### src/design/mem_prot_pkg.sv
// Constants and types for the memory map and flash protection block
package mem_prot_pkg;

    // Flash word-address tops, larger variant
    localparam logic [15:0] APP_TOP_L    = 16'h37ff;
    localparam logic [15:0] TBL_TOP_L    = 16'h3fff;
    localparam logic [15:0] BOOT_TOP_L   = 16'h47ff;
    // Flash word-address tops, smaller variant
    localparam logic [15:0] APP_TOP_S    = 16'h17ff;
    localparam logic [15:0] TBL_TOP_S    = 16'h1fff;
    localparam logic [15:0] BOOT_TOP_S   = 16'h27ff;
    // Flash word and page split
    localparam int          FLASH_WORD_W = 16;
    localparam int          FLASH_WORD_IN_PAGE_W      = 7;
    localparam int          FLASH_PAGE_NUMBER_W      = 9;

    // Data space map
    localparam logic [15:0] IO_TOP       = 16'h0fff;
    localparam logic [15:0] EE_BASE      = 16'h1000;
    localparam logic [15:0] EE_TOP       = 16'h13ff;
    localparam logic [15:0] SRAM_BASE    = 16'h2000;
    localparam logic [15:0] SRAM_TOP_L   = 16'h2fff;
    localparam logic [15:0] SRAM_TOP_S   = 16'h27ff;
    localparam logic [15:0] BIT_IO_TOP   = 16'h001f;
    localparam logic [15:0] GP_TOP       = 16'h000f;
    localparam int          SHORT_IO_W   = 6;
    localparam int          EEPROM_BYTE_IN_PAGE_W     = 5;

    // Access lengths in clock cycles
    localparam logic [1:0]  IO_CYC       = 2'h1;
    localparam logic [1:0]  SRAM_WR_CYC  = 2'h1;
    localparam logic [1:0]  SRAM_RD_CYC  = 2'h2;
    localparam logic [1:0]  EE_LD_CYC    = 2'h1;
    localparam logic [1:0]  EE_RD_CYC    = 2'h3;
    localparam logic [1:0]  EE_BURST_CYC = 2'h2;

    // Register indices on the software port
    localparam logic [3:0]  REG_LOCK     = 4'h0;
    localparam logic [3:0]  REG_FUSE0    = 4'h1;
    localparam logic [3:0]  REG_FUSE1    = 4'h2;
    localparam logic [3:0]  REG_CTRL     = 4'h3;
    localparam logic [3:0]  REG_ID0      = 4'h4;
    localparam logic [3:0]  REG_ID1      = 4'h5;
    localparam logic [3:0]  REG_ID2      = 4'h6;
    localparam logic [3:0]  REG_REV      = 4'h7;
    localparam logic [3:0]  REG_STAT     = 4'h8;

    // Reset values and field positions
    localparam logic [7:0]  LOCK_RST     = 8'hff;
    localparam logic [7:0]  FUSE_RST     = 8'hff;
    localparam int          LK_APP       = 0;
    localparam int          LK_TBL       = 2;
    localparam int          LK_BOOT      = 4;
    localparam int          LK_WR        = 0;
    localparam int          LK_RD        = 1;
    localparam int          CTRL_EE_MAP  = 0;
    localparam int          STAT_CAL     = 0;
    localparam int          STAT_ERASE   = 1;

    typedef enum logic [1:0] {RG_APP = 2'b00, RG_TBL = 2'b01,
                              RG_BOOT = 2'b10, RG_NONE = 2'b11} region_t;
    typedef enum logic [1:0] {SP_MAIN = 2'b00, SP_USIG = 2'b01,
                              SP_PSIG = 2'b10, SP_FUSE = 2'b11} space_t;
    typedef enum logic [1:0] {FC_READ = 2'b00, FC_WRITE = 2'b01,
                              FC_ERASE = 2'b10} fcmd_t;
    typedef enum logic [1:0] {T_NONE = 2'b00, T_IO = 2'b01,
                              T_EE = 2'b10, T_SRAM = 2'b11} dtgt_t;
    typedef enum logic [1:0] {OP_NONE = 2'b00, OP_SET = 2'b01,
                              OP_CLR = 2'b10, OP_TEST = 2'b11} dop_t;
    typedef enum logic [1:0] {M_CAL = 2'b00, M_RUN = 2'b01,
                              M_ERASE = 2'b10} mstate_t;

endpackage

### src/design/mem_prot.sv
// Memory map decoder, access timing and flash protection
//
// The register offsets and the address-and-strobe port were decided locally.
`timescale 1ns/1ps

module mem_prot #(
    parameter bit         LARGE  = 1'b1,
    parameter int         CAL_N  = 8,
    // Identification values are arbitrary
    parameter logic [7:0] ID0    = 8'h5a,
    parameter logic [7:0] ID1    = 8'h01,
    parameter logic [7:0] ID2    = 8'h02,
    parameter logic [7:0] REV    = 8'h00
) (
    input  wire logic        clk_i,
    input  wire logic        rst_n_i,
    input  wire logic        dat_re_i,
    input  wire logic        dat_we_i,
    input  wire logic        dat_short_i,
    input  wire logic        dat_burst_i,
    input  wire logic [1:0]  dat_op_i,
    input  wire logic [2:0]  dat_bit_i,
    input  wire logic [15:0] dat_addr_i,
    input  wire logic [7:0]  dat_wdata_i,
    output logic             dat_busy_o,
    output logic             dat_done_o,
    output logic             dat_err_o,
    output logic [7:0]       dat_rdata_o,
    output logic             tgt_io_o,
    output logic             tgt_ee_o,
    output logic             tgt_sram_o,
    output logic             tgt_we_o,
    output logic [15:0]      tgt_addr_o,
    output logic [7:0]       tgt_wdata_o,
    output logic [1:0]       tgt_op_o,
    output logic [2:0]       tgt_bit_o,
    input  wire logic [7:0]  tgt_rdata_i,
    input  wire logic        fl_req_i,
    input  wire logic        fl_prog_i,
    input  wire logic [1:0]  fl_cmd_i,
    input  wire logic [1:0]  fl_space_i,
    input  wire logic [15:0] fl_addr_i,
    input  wire logic [15:0] fl_pc_i,
    output logic             fl_ok_o,
    output logic             fl_deny_o,
    output logic [8:0]       fl_page_o,
    output logic [6:0]       fl_word_o,
    input  wire logic        pgm_lock_we_i,
    input  wire logic        pgm_fuse_we_i,
    input  wire logic        pgm_fuse_sel_i,
    input  wire logic [7:0]  pgm_data_i,
    input  wire logic        chip_erase_i,
    input  wire logic        erase_done_i,
    output logic             flash_erase_o,
    output logic             cal_load_o,
    output logic [7:0]       cal_idx_o,
    input  wire logic [3:0]  reg_addr_i,
    input  wire logic [7:0]  reg_wdata_i,
    input  wire logic        reg_we_i,
    input  wire logic        reg_re_i,
    output logic [7:0]       reg_rdata_o
);

    if (CAL_N < 1 || CAL_N > 256)
    begin : g_bad_cal
        $error("CAL_N must lie in 1..256");
    end

    localparam logic [7:0] CAL_LAST = 8'(CAL_N - 1);

    typedef struct packed {
        mem_prot_pkg::mstate_t st;
        logic [7:0]            cal_idx;
        logic                  cal_load;
        logic                  erase;
        logic [7:0]            lock;
        logic [7:0]            fuse0;
        logic [7:0]            fuse1;
        logic                  ee_map;
        logic [15:0][7:0]      gp;
        logic                  busy;
        logic [1:0]            cnt;
        logic [2:0]            str;
        logic                  ext;
        logic                  we;
        logic [15:0]           taddr;
        logic [7:0]            twd;
        logic [1:0]            top;
        logic [2:0]            tbit;
        logic                  done;
        logic                  err;
        logic [7:0]            rdata;
        logic                  fok;
        logic                  fdeny;
        logic [8:0]            flash_page_number;
        logic [6:0]            flash_word_in_page;
        logic [7:0]            rrd;
    } state_t;

    state_t s;
    state_t next_s;

    // Flash region of a word address; used for target and for fetch origin
    function automatic mem_prot_pkg::region_t region_of(input logic [15:0] a);
        logic [15:0] app_top;
        logic [15:0] tbl_top;
        logic [15:0] boot_top;
        app_top  = LARGE ? mem_prot_pkg::APP_TOP_L : mem_prot_pkg::APP_TOP_S;
        tbl_top  = LARGE ? mem_prot_pkg::TBL_TOP_L : mem_prot_pkg::TBL_TOP_S;
        boot_top = LARGE ? mem_prot_pkg::BOOT_TOP_L : mem_prot_pkg::BOOT_TOP_S;
        if (a <= app_top)
            region_of = mem_prot_pkg::RG_APP;
        else if (a <= tbl_top)
            region_of = mem_prot_pkg::RG_TBL;
        else if (a <= boot_top)
            region_of = mem_prot_pkg::RG_BOOT;
        else
            region_of = mem_prot_pkg::RG_NONE;
    endfunction

    // Two-bit lock field of a region; zero bits block
    function automatic logic [1:0] lock_of(input logic [7:0] lk,
                                           input mem_prot_pkg::region_t r);
        case (r)
            mem_prot_pkg::RG_APP:  lock_of = lk[mem_prot_pkg::LK_APP +: 2];
            mem_prot_pkg::RG_TBL:  lock_of = lk[mem_prot_pkg::LK_TBL +: 2];
            mem_prot_pkg::RG_BOOT: lock_of = lk[mem_prot_pkg::LK_BOOT +: 2];
            default:               lock_of = 2'h0;
        endcase
    endfunction

    // Combinational scratch
    logic [15:0]           a;
    logic [15:0]           sram_top;
    mem_prot_pkg::dtgt_t   t;
    logic [1:0]            cyc;
    logic                  gp_hit;
    logic [3:0]            gi;
    logic [7:0]            gv;
    mem_prot_pkg::region_t rg;
    mem_prot_pkg::region_t pr;
    logic [1:0]            lk;
    logic                  wr_ok;
    logic                  fl_wr;

    always_comb
    begin
        next_s      = s;
        next_s.done = 1'b0;
        next_s.err  = 1'b0;
        next_s.fok  = 1'b0;
        next_s.fdeny = 1'b0;
        next_s.cal_load = 1'b0;
        a        = 16'h0000;
        t        = mem_prot_pkg::T_NONE;
        cyc      = mem_prot_pkg::IO_CYC;
        gp_hit   = 1'b0;
        gi       = 4'h0;
        gv       = 8'h00;
        sram_top = LARGE ? mem_prot_pkg::SRAM_TOP_L : mem_prot_pkg::SRAM_TOP_S;
        rg       = region_of(fl_addr_i);
        pr       = region_of(fl_pc_i);
        lk       = lock_of(s.lock, rg);
        wr_ok    = 1'b0;
        fl_wr    = 1'b0;

        // Mode sequencer: calibration walk after reset, chip erase
        case (s.st)
            mem_prot_pkg::M_CAL:
            begin
                next_s.cal_load = 1'b1;
                next_s.cal_idx  = s.cal_load ? s.cal_idx + 8'h01 : s.cal_idx;
                if (s.cal_load && s.cal_idx == CAL_LAST)
                begin
                    next_s.cal_load = 1'b0;
                    next_s.st       = mem_prot_pkg::M_RUN;
                end
            end
            mem_prot_pkg::M_RUN:
            begin
                if (chip_erase_i)
                begin
                    next_s.erase = 1'b1;
                    next_s.st    = mem_prot_pkg::M_ERASE;
                end
            end
            mem_prot_pkg::M_ERASE:
            begin
                // Locks hold until the flash array reports erased
                if (erase_done_i)
                begin
                    next_s.erase = 1'b0;
                    next_s.lock  = mem_prot_pkg::LOCK_RST;
                    next_s.st    = mem_prot_pkg::M_RUN;
                end
            end
            default:
                next_s.st = mem_prot_pkg::M_RUN;
        endcase

        // Lock writes only clear bits, so protection relaxes only on reset or when a chip erase completes
        if (s.st != mem_prot_pkg::M_ERASE)
        begin
            if (pgm_lock_we_i)
                next_s.lock = next_s.lock & pgm_data_i;
            if (reg_we_i && reg_addr_i == mem_prot_pkg::REG_LOCK)
                next_s.lock = next_s.lock & reg_wdata_i;
        end

        // Fuses change only from the programmer side
        if (pgm_fuse_we_i && !pgm_fuse_sel_i)
            next_s.fuse0 = pgm_data_i;
        if (pgm_fuse_we_i && pgm_fuse_sel_i)
            next_s.fuse1 = pgm_data_i;

        if (reg_we_i && reg_addr_i == mem_prot_pkg::REG_CTRL)
            next_s.ee_map = reg_wdata_i[mem_prot_pkg::CTRL_EE_MAP];

        // Register read data, one cycle after the strobe
        next_s.rrd = 8'h00;
        if (reg_re_i)
        begin
            if (reg_addr_i == mem_prot_pkg::REG_LOCK)
                next_s.rrd = s.lock;
            else if (reg_addr_i == mem_prot_pkg::REG_FUSE0)
                next_s.rrd = s.fuse0;
            else if (reg_addr_i == mem_prot_pkg::REG_FUSE1)
                next_s.rrd = s.fuse1;
            else if (reg_addr_i == mem_prot_pkg::REG_CTRL)
                next_s.rrd = {7'h00, s.ee_map};
            else if (reg_addr_i == mem_prot_pkg::REG_ID0)
                next_s.rrd = ID0;
            else if (reg_addr_i == mem_prot_pkg::REG_ID1)
                next_s.rrd = ID1;
            else if (reg_addr_i == mem_prot_pkg::REG_ID2)
                next_s.rrd = ID2;
            else if (reg_addr_i == mem_prot_pkg::REG_REV)
                next_s.rrd = REV;
            else if (reg_addr_i == mem_prot_pkg::REG_STAT)
            begin
                next_s.rrd[mem_prot_pkg::STAT_CAL]   = s.st == mem_prot_pkg::M_CAL;
                next_s.rrd[mem_prot_pkg::STAT_ERASE] = s.erase;
            end
        end

        // Flash access check, answered the next cycle
        if (fl_req_i)
        begin
            fl_wr = fl_cmd_i != mem_prot_pkg::FC_READ;
            // Self-programming only counts from boot code; any target word
            wr_ok = fl_prog_i || pr == mem_prot_pkg::RG_BOOT;
            case (mem_prot_pkg::space_t'(fl_space_i))
                mem_prot_pkg::SP_MAIN:
                    next_s.fok = rg != mem_prot_pkg::RG_NONE &&
                                 (fl_wr ? (wr_ok && lk[mem_prot_pkg::LK_WR])
                                        : lk[mem_prot_pkg::LK_RD]);
                mem_prot_pkg::SP_USIG:
                    next_s.fok = !fl_wr || wr_ok;
                mem_prot_pkg::SP_PSIG:
                    next_s.fok = !fl_wr;
                default:
                    next_s.fok = !fl_wr || (fl_prog_i &&
                                 fl_cmd_i == mem_prot_pkg::FC_WRITE);
            endcase
            if (s.st != mem_prot_pkg::M_RUN)
                next_s.fok = 1'b0;
            next_s.fdeny = !next_s.fok;
            next_s.flash_page_number = fl_addr_i[15:mem_prot_pkg::FLASH_WORD_IN_PAGE_W];
            next_s.flash_word_in_page = fl_addr_i[mem_prot_pkg::FLASH_WORD_IN_PAGE_W-1:0];
        end

        // Data-space access sequencing
        if (s.busy)
        begin
            if (s.cnt == 2'h0)
            begin
                next_s.busy = 1'b0;
                next_s.done = 1'b1;
                {next_s.ext, next_s.str} = 4'h0;
                next_s.we   = 1'b0;
                if (s.ext && !s.we)
                    next_s.rdata = tgt_rdata_i;
            end
            else
                next_s.cnt = s.cnt - 2'h1;
        end
        else if (dat_re_i || dat_we_i)
        begin
            // Short form carries only six address bits
            a = dat_short_i ? {10'h000, dat_addr_i[mem_prot_pkg::SHORT_IO_W-1:0]}
                            : dat_addr_i;
            if (a <= mem_prot_pkg::IO_TOP)
            begin
                t   = mem_prot_pkg::T_IO;
                cyc = mem_prot_pkg::IO_CYC;
            end
            else if (a >= mem_prot_pkg::EE_BASE && a <= mem_prot_pkg::EE_TOP &&
                     s.ee_map)
            begin
                t   = mem_prot_pkg::T_EE;
                cyc = dat_we_i ? mem_prot_pkg::EE_LD_CYC :
                      dat_burst_i ? mem_prot_pkg::EE_BURST_CYC
                                  : mem_prot_pkg::EE_RD_CYC;
            end
            else if (a >= mem_prot_pkg::SRAM_BASE && a <= sram_top)
            begin
                t   = mem_prot_pkg::T_SRAM;
                cyc = dat_we_i ? mem_prot_pkg::SRAM_WR_CYC
                               : mem_prot_pkg::SRAM_RD_CYC;
            end
            gp_hit = t == mem_prot_pkg::T_IO && a <= mem_prot_pkg::GP_TOP;
            gi     = a[3:0];
            gv     = s.gp[gi];

            if (dat_op_i != mem_prot_pkg::OP_NONE && a > mem_prot_pkg::BIT_IO_TOP)
                next_s.err = 1'b1;
            else
            begin
                next_s.busy  = 1'b1;
                next_s.cnt   = cyc - 2'h1;
                next_s.ext   = t != mem_prot_pkg::T_NONE && !gp_hit;
                next_s.str   = next_s.ext ? 3'((4'h1 << t) >> 1) : 3'h0; // One-hot strobes
                next_s.we    = dat_we_i && next_s.ext;
                next_s.top   = dat_op_i;
                next_s.tbit  = dat_bit_i;
                next_s.twd   = dat_wdata_i;
                // Targets see region-relative addresses; EEPROM low bits pick byte
                next_s.taddr = t == mem_prot_pkg::T_EE ? a - mem_prot_pkg::EE_BASE :
                               t == mem_prot_pkg::T_SRAM ? a - mem_prot_pkg::SRAM_BASE
                                                         : a;
                // Reserved gap and unmapped EEPROM read as zero
                next_s.rdata = gp_hit ? gv : 8'h00;
                if (gp_hit && dat_we_i)
                    next_s.gp[gi] = dat_wdata_i;
                else if (gp_hit && dat_op_i == mem_prot_pkg::OP_SET)
                    next_s.gp[gi] = gv | (8'h01 << dat_bit_i);
                else if (gp_hit && dat_op_i == mem_prot_pkg::OP_CLR)
                    next_s.gp[gi] = gv & ~(8'h01 << dat_bit_i);
            end
        end
    end

    // Single state register; reset values are constants only
    always_ff @(posedge clk_i or negedge rst_n_i)
    begin
        if (!rst_n_i)
        begin
            s       <= '0;
            s.st    <= mem_prot_pkg::M_CAL;
            s.lock  <= mem_prot_pkg::LOCK_RST;
            s.fuse0 <= mem_prot_pkg::FUSE_RST;
            s.fuse1 <= mem_prot_pkg::FUSE_RST;
        end
        else
            s <= next_s;
    end

    // Outputs straight from state flops
    assign dat_busy_o    = s.busy;
    assign dat_done_o    = s.done;
    assign dat_err_o     = s.err;
    assign dat_rdata_o   = s.rdata;
    assign tgt_io_o      = s.str[0];
    assign tgt_ee_o      = s.str[1];
    assign tgt_sram_o    = s.str[2];
    assign tgt_we_o      = s.we;
    assign tgt_addr_o    = s.taddr;
    assign tgt_wdata_o   = s.twd;
    assign tgt_op_o      = s.top;
    assign tgt_bit_o     = s.tbit;
    assign fl_ok_o       = s.fok;
    assign fl_deny_o     = s.fdeny;
    assign fl_page_o     = s.flash_page_number;
    assign fl_word_o     = s.flash_word_in_page;
    assign flash_erase_o = s.erase;
    assign cal_load_o    = s.cal_load;
    assign cal_idx_o     = s.cal_idx;
    assign reg_rdata_o   = s.rrd;

endmodule // mem_prot

### config.mk
export PLATFORM = sky130hd
export DESIGN_NAME = mem_prot
export DESIGN_NICKNAME = d
export VERILOG_FILES = /design/src/design/mem_prot_pkg.sv /design/src/design/mem_prot.sv
export SDC_FILE = /design/constraint.sdc
export NUM_CORES = 1
export LEC_CHECK = 0
export ABC_AREA = 1
export BUFFER_PORTS_ARGS = -buffer_cell sky130_fd_sc_hd__buf_4
export CORE_MARGIN = 1.5
export CORE_UTILIZATION = 45
export CTS_CLUSTER_SIZE = 20
export DETAILED_ROUTE_END_ITERATION = 6
export PLACE_DENSITY_LB_ADDON = 0.08
export SLEW_MARGIN = 25
export SYNTH_ARGS = -nofsm -noshare
export SYNTH_HDL_FRONTEND = slang
export SYNTH_SLANG_ARGS = --single-unit
### constraint.sdc
create_clock -name clk_i -period 3.1 [get_ports clk_i]
set_input_delay 0.155 -clock clk_i [delete_from_list [all_inputs] [get_ports clk_i]]
set_output_delay 0.155 -clock clk_i [all_outputs]
set_load 0.01 [all_outputs]
==> metrics, run 1 <==
fraction of layout cells with a size suffix above 1=16.6%; crit-path max FO=27; postcts setup bufs=0; drt drc=0; CTS Buffer Depth=3; # IOs=around 190; mapped cell area=~12000 um^2; top cells by area, synth=dfrtp_1, nand2_1, o21ai_0, dfstp_2, buf_4; Cell Area, Placed=13400 um^2; worst rel slew slack=between 40% and 50%; pre-CTS setup slack=243 ps; Post-synth top cells=nand2_1, dfrtp_1, o21ai_0, inv_1, nor2_1; All-Layer GR Usage=about a quarter; Slew Limit Fails=0; Setup violations, final=0; Post-Route Skew=roughly 10 ps; total placed cells including tap cells=2040; share of synthesized registers carrying an async set or reset=100%; WL/cell=15.5 um; Hold Crit Class=in2reg; Yosys top cell by area=dfrtp_1; Yosys reg bits=~240; ANT cells=0; Yosys cell types=45; # fillers=between 2000 and 3000; Post-Syn Instances=about 1600; Crit. End Element=register; post-DR vias/cell=about 5.0; initial core utilization=a little under half; root buffer cell=clkbuf_16; Multi-input gate area=~5000 um^2; HPWL Detailed=22800 um; die span in y=around 170 um; # hold bufs at CTS=83; post-cts sizing count=0; combinational power share=between 20% and 30%; first-pass GRT wire length=approximately 55000 um; Leak Pwr=~8 nW; critical path, cell by cell=dlygate4sd3_1 > buf_4 > nand2_1 > inv_2 > nand2_1 > nor2_1 > nand3_1 > nand2_1 > nand2_1 > nand2_2 > nand3_4 > buf_4 > nor2_2 > nand2_1 > nand2_1; sequential cell area=roughly 6000 um^2; cell family with the largest share of critical-path delay=simple AND/OR/NAND/NOR gates; Fin Setup TNS=0 ps; total power draw=9.88 mW; CTS Buf Count=28; Sink Count=~240; clk_lat worst skew=approximately 540 ps; gp weighted congestion=around 0.84; drt pass-1 iters=5; Max rail drop VDD=roughly 430 uV; # rows=60; sequential area share after synthesis=48.8%; Hold Startpoint=pgm_lock_we_i; hold violation count in the final report=0; total routed wirelength=~34000 um; min Tclk post-route=around 2500 ps; Power Dens Cells=650 nW/um^2; Max Cap Viol=0; Synth Net Count=1742; largest net degree at the start of global routing=96; Avg Cell Area, Syn=approximately 7.5 um^2; slowest library cell on the worst path=dlygate4sd3_1; Initial DRC Count=820; Final Instance Area=around 15000 um^2; Crit path required time=about 3600 ps; EDFF count, synth=0; grt ovf=0; die area=~28000 um^2; die width=around 170 um; Net Sw Power=about 3.0 mW; Worst Hold Path EP=s[218]$_DFF_PN1_; most common cell in the synthesized netlist=nand2_1; Synth top area share=about 44%; Peak Freq=397 MHz; core box area=approximately 27000 um^2; RSZ-0062 raised after global routing=no; status=finished clean; worst r2r src=dat_busy_o$_DFF_PN0_; via count=~11000; part of the power in registers=around two fifths; cell count of the worst reg-to-reg path=6; hold path cells=4; Post-DRT Antenna Nets=0; FF-to-FF setup slack=between 700 and 800 ps; Worst-path clk slew=60 ps; critical path arrival=2990 ps; critical path's largest stage delay=~530 ps; Clk pwr share=34.3%; most used cell, CP=nand2_1; P_int=6.86 mW; Ys Warns=0; initial antenna violation count=0; sw frac=30.6%; Tcrit/Tclk final=between 80% and 90%; Port Buffer Count=about 180; main flop type after synthesis=dfrtp_1; Layout Nets=1929; critical path type=in2reg; Startpoint Class=primary input; Tightest Pin Transition=slightly below 800 ps; Synth-to-Final Area Change=23.9%; worst r2r dst=s[91]$_DFFE_PN0P_; CTS H-tree depth=1; final setup margin=583 ps; Final Non-Filler Cells=approximately 2200; CTS tree=yes; vias in the first global route=~11000; worst path bufs/invs=4
## final cells by class
type / instances / share of cell area (%)
sequential: 238 / 39.4
multi-input combinational: 1132 / 32.9
timing repair buffer: 282 / 15.4
clock buffer: 45 / 5.50
inverter: 130 / 3.21
tap: 341 / 2.81
clock inverter: 7 / 0.758
## metal layers
metal / track usage [%] / vias up / wire length (um)
met5: 0 / - / 0
met4: 5.72 / 0 / 605
met3: 3.17 / 38 / 1980
met2: 40.0 / 331 / 15600
met1: 34.0 / 5084 / 15600
li1: - / 5441 / -
## worst min-delay path, delay by kind of cell
kind,cells,cell delay (ps)
and+or+nand+nor,1,50
AOI/OAI and AO/OA,2,220
buffers and inverters,1,130
## cells by family after synthesis
family	Yosys count	synth area share, %
AO/OA/AOI/OAI	247	10.6
buffers and inverters	255	10.4
AND/OR/NAND/NOR	866	28.5
adder cells (fa/ha/maj)	9	0.919
XOR/XNOR	9	0.643
multiplexers	1	0.0919
flip-flops	238	48.8
## power by group through the flow
stage,combinational [mW],clock (mW),sequential (mW)
after detailed placement,2.30,0,4.16
after global placement,2.26,0,4.15
final,2.37,3.39,4.12
after floorplan,1.63,0,4.07
after global routing,2.67,3.57,4.20
after CTS,2.39,3.45,4.12
## state kept, by name (all words and copies together), names as in the netlist, 2 cells and up
signal	cells
dat_rdata_o	8
tgt_op_o	2
tgt_bit_o	3
tgt_addr_o	16
tgt_wdata_o	8
fl_word_o	7
cal_idx_o	8
s	158
reg_rdata_o	8
fl_page_o	9
## worst max path at each step
stage                     slack [ps]  cells past startpoint            endpoint     startpoint
after floorplan                  970                     14  s[185]$_DFFE_PN0P_    dat_short_i
after global placement           350                     12  s[130]$_DFFE_PN0P_    dat_short_i
after detailed placement         240                     12  s[132]$_DFFE_PN0P_    dat_short_i
after CTS                        590                     13  s[132]$_DFFE_PN0P_  dat_addr_i[3]
after global routing             300                     13  s[132]$_DFFE_PN0P_  dat_addr_i[2]
final                            580                     15   s[91]$_DFFE_PN0P_  dat_addr_i[3]
## layout by cell type (no fill, tap or decap), types with 2 or more instances in the layout
cell type / count
nor2_2: 13
nand4_1: 15
bufinv_16: 3
nand2_1: 660
or2_2: 2
nand2_2: 11
dlygate4sd3_1: 83
ha_1: 9
clkbuf_1: 11
buf_4: 197
a22oi_1: 8
nand3_1: 43
xor2_1: 7
o21ai_1: 28
inv_2: 5
a41oi_1: 2
nor3_1: 14
inv_1: 123
clkinv_1: 3
dfrtp_1: 214
xnor2_1: 2
dfstp_2: 24
nor3_2: 4
a21oi_1: 39
a31oi_1: 3
clkinv_2: 2
clkbuf_8: 5
clkbuf_16: 29
o21ai_0: 158
nand3_2: 2
nor2_1: 96
## per-stage QoR
step | utilization [%] | hold slack, ps
final | 56.5 | 17.9
after global routing | 56.5 | 24.6
after detailed placement | 49.9 | 235
after CTS | 56.5 | 0.516
after floorplan | - | -141
after global placement | 49.9 | 233
Note: power is estimated with default switching activity, not from simulation.
==> inputs of run 2 (changes only) <==
clock period = 2.65 ns   (was 3.1 ns; I/O delays follow)
==> run 2 against run 1 <==
  * Combinational power grew 19%
  * Flip-flop and latch count is the same
  * Hold slack gained 6.5 ps
  * Cell count grew 1.1%
  * Critical path depth shrank 9
  * Worst setup slack lost 220 ps
  * Power grew 26%
  * Cell area grew 3.2%
  * Sequential power grew 17%
  * Wire length grew 0.28%
  * Die area is the same
  * Global-route usage grew 0.11 points
  * Largest power group unchanged
==> metrics, run 2 (synthesis results as in run 1) <==
worst r2r dst=s[152]$_DFFE_PN0P_; Cell Area, Placed=around 14000 um^2; Slew Limit Fails=0; worst rel slew slack=between 50 and 60%; drt drc=0; initial antenna violation count=0; commonest non-fill, non-tap cell in the layout=nand2_1; Port Buffer Count=roughly 180; Layout Nets=around 2000; Tcrit/Tclk final=a little under nine tenths; hold violation count in the final report=0; RSZ-0062 raised after global routing=no; Max rail drop VDD=a little under 600 uV; cell count of the worst reg-to-reg path=6; Worst-path clk slew=~60 ps; status=finished clean; Hold Startpoint=reg_wdata_i[1]; Synth-to-Final Area Change=27.9%; # rows=60; core box area=between 20000 and 30000 um^2; min Tclk post-route=between 2000 and 2500 ps; Fin Setup TNS=0 ps; critical path arrival=approximately 2700 ps; total routed wirelength=around 34000 um; # IOs=roughly 190; die area=between 20000 and 30000 um^2; worst r2r src=dat_busy_o$_DFF_PN0_; CTS H-tree depth=1; Leak Pwr=between 8 and 9 nW; Power Dens Cells=about 790 nW/um^2; postcts setup bufs=0; Initial DRC Count=783; pre-CTS setup slack=83.7 ps; CTS Buf Count=28; Most flops, register=s; clk_lat worst skew=540 ps; Multi-input gate area=4990 um^2; Peak Freq=approximately 440 MHz; HPWL Detailed=approximately 23000 um; die width=168 um; Startpoint Class=register; initial core utilization=45.6%; FF-to-FF setup slack=about 360 ps; most frequent cells in the layout=nand2_1, dfrtp_1, buf_4, o21ai_0, inv_1; gp weighted congestion=0.861; fraction of layout cells with a size suffix above 1=17.7%; post-DR vias/cell=between 4 and 5; Final Instance Area=roughly 16000 um^2; crit-path max FO=13; Max Cap Viol=0; root buffer cell=clkbuf_16; via count=between 10000 and 15000; first-pass GRT wire length=roughly 56000 um; Crit path required time=between 3000 and 4000 ps; critical path type=reg2reg; Worst Hold Path EP=s[219]$_DFF_PN1_; CTS tree=yes; grt ovf=0; Tightest Pin Transition=623 ps; vias in the first global route=~11000; Post-Route Skew=around 15 ps; Hold Crit Class=in2reg; sequential cell area=5990 um^2; final setup margin=about 360 ps; largest net degree at the start of global routing=74; Crit. End Element=register; die span in y=168 um; WL/cell=approximately 15 um; Setup violations, final=0; All-Layer GR Usage=between 20% and 30%; # hold bufs at CTS=93; CTS Buffer Depth=3; hold path cells=5; Post-DRT Antenna Nets=0; Largest register FFs=around 160; Layout Utilization=between 50% and 60%; total power draw=around 12 mW; post-cts sizing count=0; # fillers=between 2000 and 3000; Sink Count=between 200 and 250; drt pass-1 iters=5
run 2: changes by cell type in the layout (fill, tap and decap cells not counted), moves of 2 or more:
cell           change
clkinv_4           +2
bufinv_16          +9
buf_4              +7
clkbuf_8           -4
clkinv_2           +4
dlygate4sd3_1     +10
clkbuf_1          -10
buf_12             +6
run 2: report_power, final:
part	internal (mW)	leakage, nW	switching [mW]
combinational	1.22	4.73	1.60
sequential	4.40	2.94	0.431
clock	3.19	0.567	1.59
total	8.80	8.24	3.62
run 2: worst max-delay path by stage:
stage / start / to / slack [ps] / depth (start not counted)
6_report: dat_busy_o$_DFF_PN0_ / s[152]$_DFFE_PN0P_ / 360 / 6
2_1_floorplan: dat_short_i / s[185]$_DFFE_PN0P_ / 540 / 14
3_5_place_dp: dat_addr_i[0] / s[180]$_DFFE_PN0P_ / 80 / 12
5_1_grt: dat_busy_o$_DFF_PN0_ / s[151]$_DFFE_PN0P_ / 150 / 6
3_3_place_gp: dat_addr_i[0] / s[149]$_DFFE_PN0P_ / 170 / 12
4_1_cts: dat_busy_o$_DFF_PN0_ / s[150]$_DFFE_PN0P_ / 300 / 6
run 2: cell type report:
class / instances / share of cell area, %
clock buffers: 31 / 4.74
inverters: 130 / 3.11
well taps: 341 / 2.72
repair buffers: 305 / 16.7
flip-flops and latches: 238 / 38.2
clock inverters: 21 / 2.65
diodes: 1 / 0.0160
multi-input cells: 1132 / 31.9
run 2: through the flow:
step	cells	hold WS, ps
floorplan	1625	-163
global placement	2053	126
detailed placement	2053	123
CTS	2198	9.54
global route	2198	35.3
finish	2199	24.4
run 2: worst max-delay path, cell delays in order (launching register included):
cell and delay, ps:
dfrtp_1 540, nor2_1 410, inv_1 160, a21oi_2 400
nand4_1 430, nand2_1 170, nand2_1 60
run 2: per-layer routing:
metal	vias up	track usage, %	share of wire, %
met4	0	7.36	2.9
met1	5053	33.9	47
met3	62	2.82	4.8
li1	5492	-	-
met5	-	0	0
met2	299	40.0	46
